$ cat src/sysctl_pkg.sv
// shared constants and types for the system control port block
package sysctl_pkg;

    // ==========================================================
    // port addresses
    localparam logic [15:0] SYSCTL_STATUS_ADDR = 16'h0061;
    localparam logic [15:0] RTC_INDEX_ADDR     = 16'h0070;
    localparam logic [15:0] RTC_DATA_ADDR      = 16'h0071;

    // ==========================================================
    // status port field positions
    localparam int TIMER2_GATE_POS  = 0;
    localparam int SPKR_DATA_POS    = 1;
    localparam int PARITY_DIS_POS   = 2;
    localparam int CHCK_DIS_POS     = 3;
    localparam int REFRESH_POS      = 4;
    localparam int TIMER2_OUT_POS   = 5;
    localparam int CHCK_LATCH_POS   = 6;
    localparam int PARITY_LATCH_POS = 7;

    // index port fields
    localparam int RTC_ADDR_W   = 7;
    localparam int NMI_MASK_POS = 7;

    // ==========================================================
    // reset values
    localparam logic [3:0] CTRL_RESET     = 4'h0;
    localparam logic [6:0] RTC_ADDR_RESET = 7'h00;
    localparam logic       NMI_MASK_RESET = 1'b0;

    // ==========================================================
    // timing
    localparam int REFRESH_PERIOD_NS = 15000;
    localparam int CLK_PERIOD_NS     = 5;

    // ==========================================================
    // cpu i/o request and rtc ram access carriers
    typedef struct packed {
        logic        rd;
        logic        wr;
        logic [15:0] addr;
        logic [7:0]  wdata;
    } io_req_t;

    typedef struct packed {
        logic       rd;
        logic       wr;
        logic [6:0] addr;
        logic [7:0] wdata;
    } rtc_req_t;

endpackage

$ cat src/nmi_latch.sv
// channel check and parity latches with nmi combine
`timescale 1ns/100ps
`default_nettype none
module nmi_latch
    import sysctl_pkg::*;
(
    // clock and reset
    input  wire logic core_clk_i,
    input  wire logic sys_rst_i,
    // controls
    input  wire logic chck_dis_i,
    input  wire logic parity_dis_i,
    input  wire logic nmi_mask_i,
    // sources
    input  wire logic iochck_n_i,
    input  wire logic parity_err_i,
    // results
    output logic      chck_latch_o,
    output logic      parity_latch_o,
    output logic      nmi_o
);
    logic chck_reg;
    logic parity_reg;

    // disable has precedence, like the clear input of the latch
    always_ff @(posedge core_clk_i) begin
        if (sys_rst_i) begin
            chck_reg <= 1'b0;
        end else if (chck_dis_i) begin
            chck_reg <= 1'b0;
        end else if (!iochck_n_i) begin
            chck_reg <= 1'b1;
        end
    end

    always_ff @(posedge core_clk_i) begin
        if (sys_rst_i) begin
            parity_reg <= 1'b0;
        end else if (parity_dis_i) begin
            parity_reg <= 1'b0;
        end else if (parity_err_i) begin
            parity_reg <= 1'b1;
        end
    end

    assign chck_latch_o   = chck_reg;
    assign parity_latch_o = parity_reg;
    // registered so nmi never glitches on a mask write
    always_ff @(posedge core_clk_i) begin
        if (sys_rst_i) begin
            nmi_o <= 1'b0;
        end else begin
            nmi_o <= (chck_reg | parity_reg) & ~nmi_mask_i;
        end
    end
endmodule
`default_nettype wire

$ cat src/sysctl_ports.sv
// at system control status port and rtc index/data ports
`timescale 1ns/100ps
`default_nettype none
module sysctl_ports
    import sysctl_pkg::*;
(
    // clock and reset
    input  wire logic       core_clk_i,
    input  wire logic       sys_rst_i,
    // cpu i/o cycle
    input  wire io_req_t    io_req_i,
    output logic [7:0]      io_rdata_o,
    output logic            io_hit_o,
    // timer unit
    input  wire logic       timer1_pulse_i,
    input  wire logic       timer2_out_i,
    output logic            timer2_gate_o,
    // speaker
    output logic            speaker_o,
    // nmi sources and output
    input  wire logic       iochck_n_i,
    input  wire logic       parity_err_i,
    output logic            nmi_o,
    // rtc/cmos ram
    output rtc_req_t        rtc_req_o,
    input  wire logic [7:0] rtc_rdata_i
);
    // ==========================================================
    // decode
    function automatic logic addr_is(input logic [15:0] a,
                                     input logic [15:0] p);
        return a == p;
    endfunction

    logic status_sel;
    logic index_sel;
    logic data_sel;

    assign status_sel = addr_is(io_req_i.addr, SYSCTL_STATUS_ADDR);
    assign index_sel  = addr_is(io_req_i.addr, RTC_INDEX_ADDR);
    assign data_sel   = addr_is(io_req_i.addr, RTC_DATA_ADDR);
    assign io_hit_o   = (io_req_i.rd | io_req_i.wr)
                      & (status_sel | index_sel | data_sel);

    // one write strobe per port, shared by every field it loads
    logic status_wr;
    logic index_wr;

    assign status_wr = io_req_i.wr & status_sel;
    assign index_wr  = io_req_i.wr & index_sel;

    // ==========================================================
    // control bits 0-3
    logic [3:0] ctrl_reg;

    always_ff @(posedge core_clk_i) begin
        if (sys_rst_i) begin
            ctrl_reg <= CTRL_RESET;
        end else if (status_wr) begin
            // bits 4-7 are read-only, writes there are dropped
            ctrl_reg <= io_req_i.wdata[3:0];
        end
    end

    assign timer2_gate_o = ctrl_reg[TIMER2_GATE_POS];

    // ==========================================================
    // control fields
    logic spkr_data;
    logic parity_dis;
    logic chck_dis;

    // disable bits read back as written and act on the latches directly
    assign spkr_data  = ctrl_reg[SPKR_DATA_POS];
    assign parity_dis = ctrl_reg[PARITY_DIS_POS];
    assign chck_dis   = ctrl_reg[CHCK_DIS_POS];

    // ==========================================================
    // refresh detect
    logic refresh_reg;

    // no dependence on isa refresh enable; software times with it
    always_ff @(posedge core_clk_i) begin
        if (sys_rst_i) begin
            refresh_reg <= 1'b0;
        end else if (timer1_pulse_i) begin
            refresh_reg <= ~refresh_reg;
        end
    end

    // ==========================================================
    // timer 2 level and speaker
    logic t2_level;

    // gate low forces the readback and speaker term to 1
    assign t2_level = ctrl_reg[TIMER2_GATE_POS] ? timer2_out_i
                                                : 1'b1;

    logic speaker_next;

    // speaker is active low: only bit 1 with the timer 2 bit pulls it down
    assign speaker_next = ~(spkr_data & t2_level);

    always_ff @(posedge core_clk_i) begin
        if (sys_rst_i) begin
            speaker_o <= 1'b1;
        end else begin
            speaker_o <= speaker_next;
        end
    end

    // ==========================================================
    // nmi latches
    logic chck_latch;
    logic parity_latch;
    logic nmi_mask_reg;

    nmi_latch u_nmi (
        .core_clk_i     (core_clk_i),
        .sys_rst_i      (sys_rst_i),
        .chck_dis_i     (chck_dis),
        .parity_dis_i   (parity_dis),
        .nmi_mask_i     (nmi_mask_reg),
        .iochck_n_i     (iochck_n_i),
        .parity_err_i   (parity_err_i),
        .chck_latch_o   (chck_latch),
        .parity_latch_o (parity_latch),
        .nmi_o          (nmi_o)
    );

    // ==========================================================
    // rtc index and nmi mask
    logic [6:0] rtc_addr_reg;

    always_ff @(posedge core_clk_i) begin
        if (sys_rst_i) begin
            rtc_addr_reg <= RTC_ADDR_RESET;
        end else if (index_wr) begin
            rtc_addr_reg <= io_req_i.wdata[RTC_ADDR_W-1:0];
        end
    end

    // ==========================================================
    // nmi mask, shares the index write strobe
    always_ff @(posedge core_clk_i) begin
        if (sys_rst_i) begin
            nmi_mask_reg <= NMI_MASK_RESET;
        end else if (index_wr) begin
            nmi_mask_reg <= io_req_i.wdata[NMI_MASK_POS];
        end
    end

    // data port passes straight through to the ram
    always_comb begin
        rtc_req_o.rd    = io_req_i.rd & data_sel;
        rtc_req_o.wr    = io_req_i.wr & data_sel;
        rtc_req_o.addr  = rtc_addr_reg;
        rtc_req_o.wdata = io_req_i.wdata;
    end

    // ==========================================================
    // read data, registered one cycle after the read strobe
    logic [7:0] status_val;
    logic [7:0] index_val;
    logic [7:0] rdata_next;

    // bits 4-7 are status only, writes never reach them
    always_comb begin
        status_val                   = 8'h00;
        status_val[3:0]              = ctrl_reg;
        status_val[REFRESH_POS]      = refresh_reg;
        status_val[TIMER2_OUT_POS]   = t2_level;
        status_val[CHCK_LATCH_POS]   = chck_latch;
        status_val[PARITY_LATCH_POS] = parity_latch;
    end

    always_comb begin
        index_val                 = 8'h00;
        index_val[RTC_ADDR_W-1:0] = rtc_addr_reg;
        index_val[NMI_MASK_POS]   = nmi_mask_reg;
    end

    // unmapped reads return zero so a stray probe sees no stale byte
    always_comb begin
        rdata_next = 8'h00;
        if (status_sel) begin
            rdata_next = status_val;
        end else if (index_sel) begin
            rdata_next = index_val;
        end else if (data_sel) begin
            // ram answers in the same cycle as its read strobe
            rdata_next = rtc_rdata_i;
        end
    end

    always_ff @(posedge core_clk_i) begin
        if (sys_rst_i) begin
            io_rdata_o <= 8'h00;
        end else if (io_req_i.rd) begin
            io_rdata_o <= rdata_next;
        end
    end
endmodule
`default_nettype wire

$ cat config.mk
export PLATFORM = sky130hd
export DESIGN_NAME = sysctl_ports
export DESIGN_NICKNAME = d
export VERILOG_FILES = /design/src/sysctl_pkg.sv /design/src/nmi_latch.sv /design/src/sysctl_ports.sv
export SDC_FILE = /design/constraint.sdc
export NUM_CORES = 1
export LEC_CHECK = 0
export BUFFER_PORTS_ARGS = -buffer_cell sky130_fd_sc_hd__buf_2
export CAP_MARGIN = 10
export CORE_MARGIN = 10
export CORE_UTILIZATION = 44
export CTS_CLUSTER_SIZE = 16
export DETAILED_ROUTE_END_ITERATION = 12
export GPL_ROUTABILITY_DRIVEN = 0
export PLACE_DENSITY = 0.82
export SLEW_MARGIN = 20
export SYNTH_ARGS = -nofsm -noshare
export SYNTH_HDL_FRONTEND = slang
export SYNTH_HIERARCHICAL = 1
export SYNTH_SLANG_ARGS = --single-unit
$ cat constraint.sdc
create_clock -name core_clk_i -period 2.05 [get_ports core_clk_i]
set_input_delay 0.205 -clock core_clk_i [delete_from_list [all_inputs] [get_ports core_clk_i]]
set_output_delay 0.205 -clock core_clk_i [all_outputs]
set_load 0.02 [all_outputs]
==> flow_summary.yaml <==
worst_setup_path:
  max_stage_delay_ns: 0.50
  critPathKind: "primary input to primary output"
  cpMostUsedCell: "buf_2"
  path_max_fanout: 8
  path_buf_inv: 3
  crit_arrival_ns: 1.73
  worstSetupEndpointType: "primary output"
  crit_slowest_cell: "or4_1"
  cp.required_ns: 1.85
  cp-start-kind: "primary input"
  cp_top_family: "simple AND/OR/NAND/NOR gates"
  crit_chain: "buf_2, or4_1, buf_4, nor4_2, and2_1, buf_2"
detailed_routing:
  drt_iter0_markers: 78
  detail_route.wl_per_cell_um: 16.4
  viasPerCell: 5.60
  final_antenna_net_count: 0
  via_count: 1315
  drt_first_pass_iters: 4
  drc: 0
  wl_um: 3850
global_routing:
  grtUsageTotal_pct: 13.4
  grt_start_max_net_pins: 26
  grt_pass1_vias: 1303
  grt_overflow_total: 0
  antenna_found_initial: 0
  grt_pass1_wl_um: 6010
clocking:
  cts_tree: "built"
  cts_inserted_buffers: 3
  cts.path.max_buffers: 2
  root_buffer: "clkbuf_4"
  cts_hold_buf: 0
  clk-insertion-delay-late_ns: 0.32
  clk_pin_slew_ns: 0.15
  clock-sinks: 25
  cts_setup_buffers: 0
  htreeDepth: 1
  cts_resized: 0
timing:
  rsz0062_at_grt: "false"
  holdWs_ns: 0.0446
  tightest_slew_ns: 0.429
  max_freq_mhz: 516
  slew_headroom_pct: 71.4
  clock_skew_ns: 0.0101
  setup_tns_ns: 0
  setup_violations: 0
  finalHoldViolCount: 0
  timing.final.crit_share_pct: 94.6
  slew_violations: 0
  min_period_ns: 1.94
logic_synthesis:
  synth_area_per_cell_um2: 8.93
  syn-cell-area_mm2: 0.00129
  syn_nets: 185
  ys_types: 37
  synth_warnings: 6
  ys_seq_area_share_pct: 38.6
  synth_cells: 145
  ys.flop_type: "dfxtp_1"
  synth-seq-cells: 25
  synth_edf_count: 0
  ys_async_sr_fraction_pct: 0
power:
  p_sw_mw: 0.245
  power_frac_seq_pct: 57.5
  finalPower_mw: 0.881
  netSwitchingFraction_pct: 27.8
  p_per_area_mw_per_mm2: 540
  comb_power_share_pct: 16.4
  worst_ir_drop_vdd_uv: 429
  p_int_mw: 0.636
  clkPwrFrac_pct: 26.1
  leakage_nw: 0.701
floorplanning:
  num_rows: 19
  die_x_um: 74.3
  core-area_mm2: 0.00278
  die_area_mm2: 0.00551
  start_util_pct: 46.6
  io_pins: 69
  die_h_um: 74.3
cells_and_area:
  layout_common_cells: "buf_2, dfxtp_1"
  final_cells: 235
  n_fill_cell: 268
  drive_above_1_share_pct: 43.6
  final_common_cell: "buf_2"
  antennaDiodeCount: 0
  largest_register_ffs: 8
  multi_input_area_um2: 659
  fin_util_pct: 58.7
  seq_area_um2: 500
  area_growth_pct: 26.0
  fin_nets: 245
placed_design:
  numPortBuffers: 68
  dp_hpwl_um: 3090
  dp_cells: 231
hold_path:
  min_path_type: "primary input to register"
flow_run:
  drv_cap: 0
run_status:
  outcome: "finished clean"
metal layers:
layer / up-vias / routed length [µm] / GRT usage, %
li1: 649 / - / -
met5: - / 0 / 0
met3: 8 / 319 / 3.86
met1: 607 / 1510 / 15.3
met4: 0 / 57 / 6.10
met2: 51 / 1970 / 22.7
cells in the mapped netlist, drive strengths merged, types with 2 or more instances:
master / instances / area share (%)
buf: 14 / 8.0
clkbuf: 6 / 1.8
nand3: 12 / 4.6
dfxtp: 25 / 39
nand2: 2 / 0.58
a21boi: 3 / 1.7
or4b: 2 / 1.5
nor4: 6 / 5.0
nor3: 2 / 0.77
inv: 2 / 0.58
nor2: 12 / 3.5
and2: 2 / 0.97
mux2: 4 / 3.5
a22oi: 7 / 4.1
or4: 3 / 2.0
a21oi: 12 / 4.6
o21ai: 12 / 4.6
a211oi: 8 / 5.0
through the flow:
step                      setup WS [ns]  area, µm²
after floorplan                   0.197       1290
after global placement           0.0144       1600
after detailed placement        -0.0116       1600
after CTS                        0.0245       1630
after global routing             0.0209       1630
final                             0.110       1630
final timing paths:
path,depth (start not counted),start,slack [ns],endpoint
worst min-delay path,2,iochck_n_i,0.04,u_nmi/chck_latch_o
worst min register to register,1,ctrl_reg[1],0.45,speaker_o
worst max register to register,3,rtc_addr_reg[4],1.02,io_rdata_o[4]
worst max-delay path,6,io_req_i[17],0.11,rtc_req_o[15]
logic make-up (layout without fill, tap and decap cells):
kind of cell / Yosys count / after routing / share of synthesized area, %
AO/OA/AOI/OAI: 45 / 45 / 22.3
XOR/XNOR: 1 / 1 / 0.676
buffers and inverters: 22 / 81 / 10.4
flip-flops: 25 / 25 / 38.6
multiplexers: 4 / 4 / 3.48
AND/OR/NAND/NOR: 48 / 48 / 24.4
power groups by stage:
stage,sequential [mW],combinational [mW],clock (mW)
after global placement,0.517,0.143,0
after detailed placement,0.518,0.145,0
final,0.507,0.144,0.230
after floorplan,0.528,0.0758,0
after CTS,0.507,0.146,0.234
after global routing,0.509,0.158,0.253
final cells by class:
cell class,count,share of cell area (%)
tap,31,2.38
timing repair buffer,75,24.2
clock buffer,3,1.38
sequential,25,30.7
clock inverter,1,0.460
multi-input combinational,98,40.4
inverter,2,0.460
No activity file was read; power rests on OpenSTA's default activity.
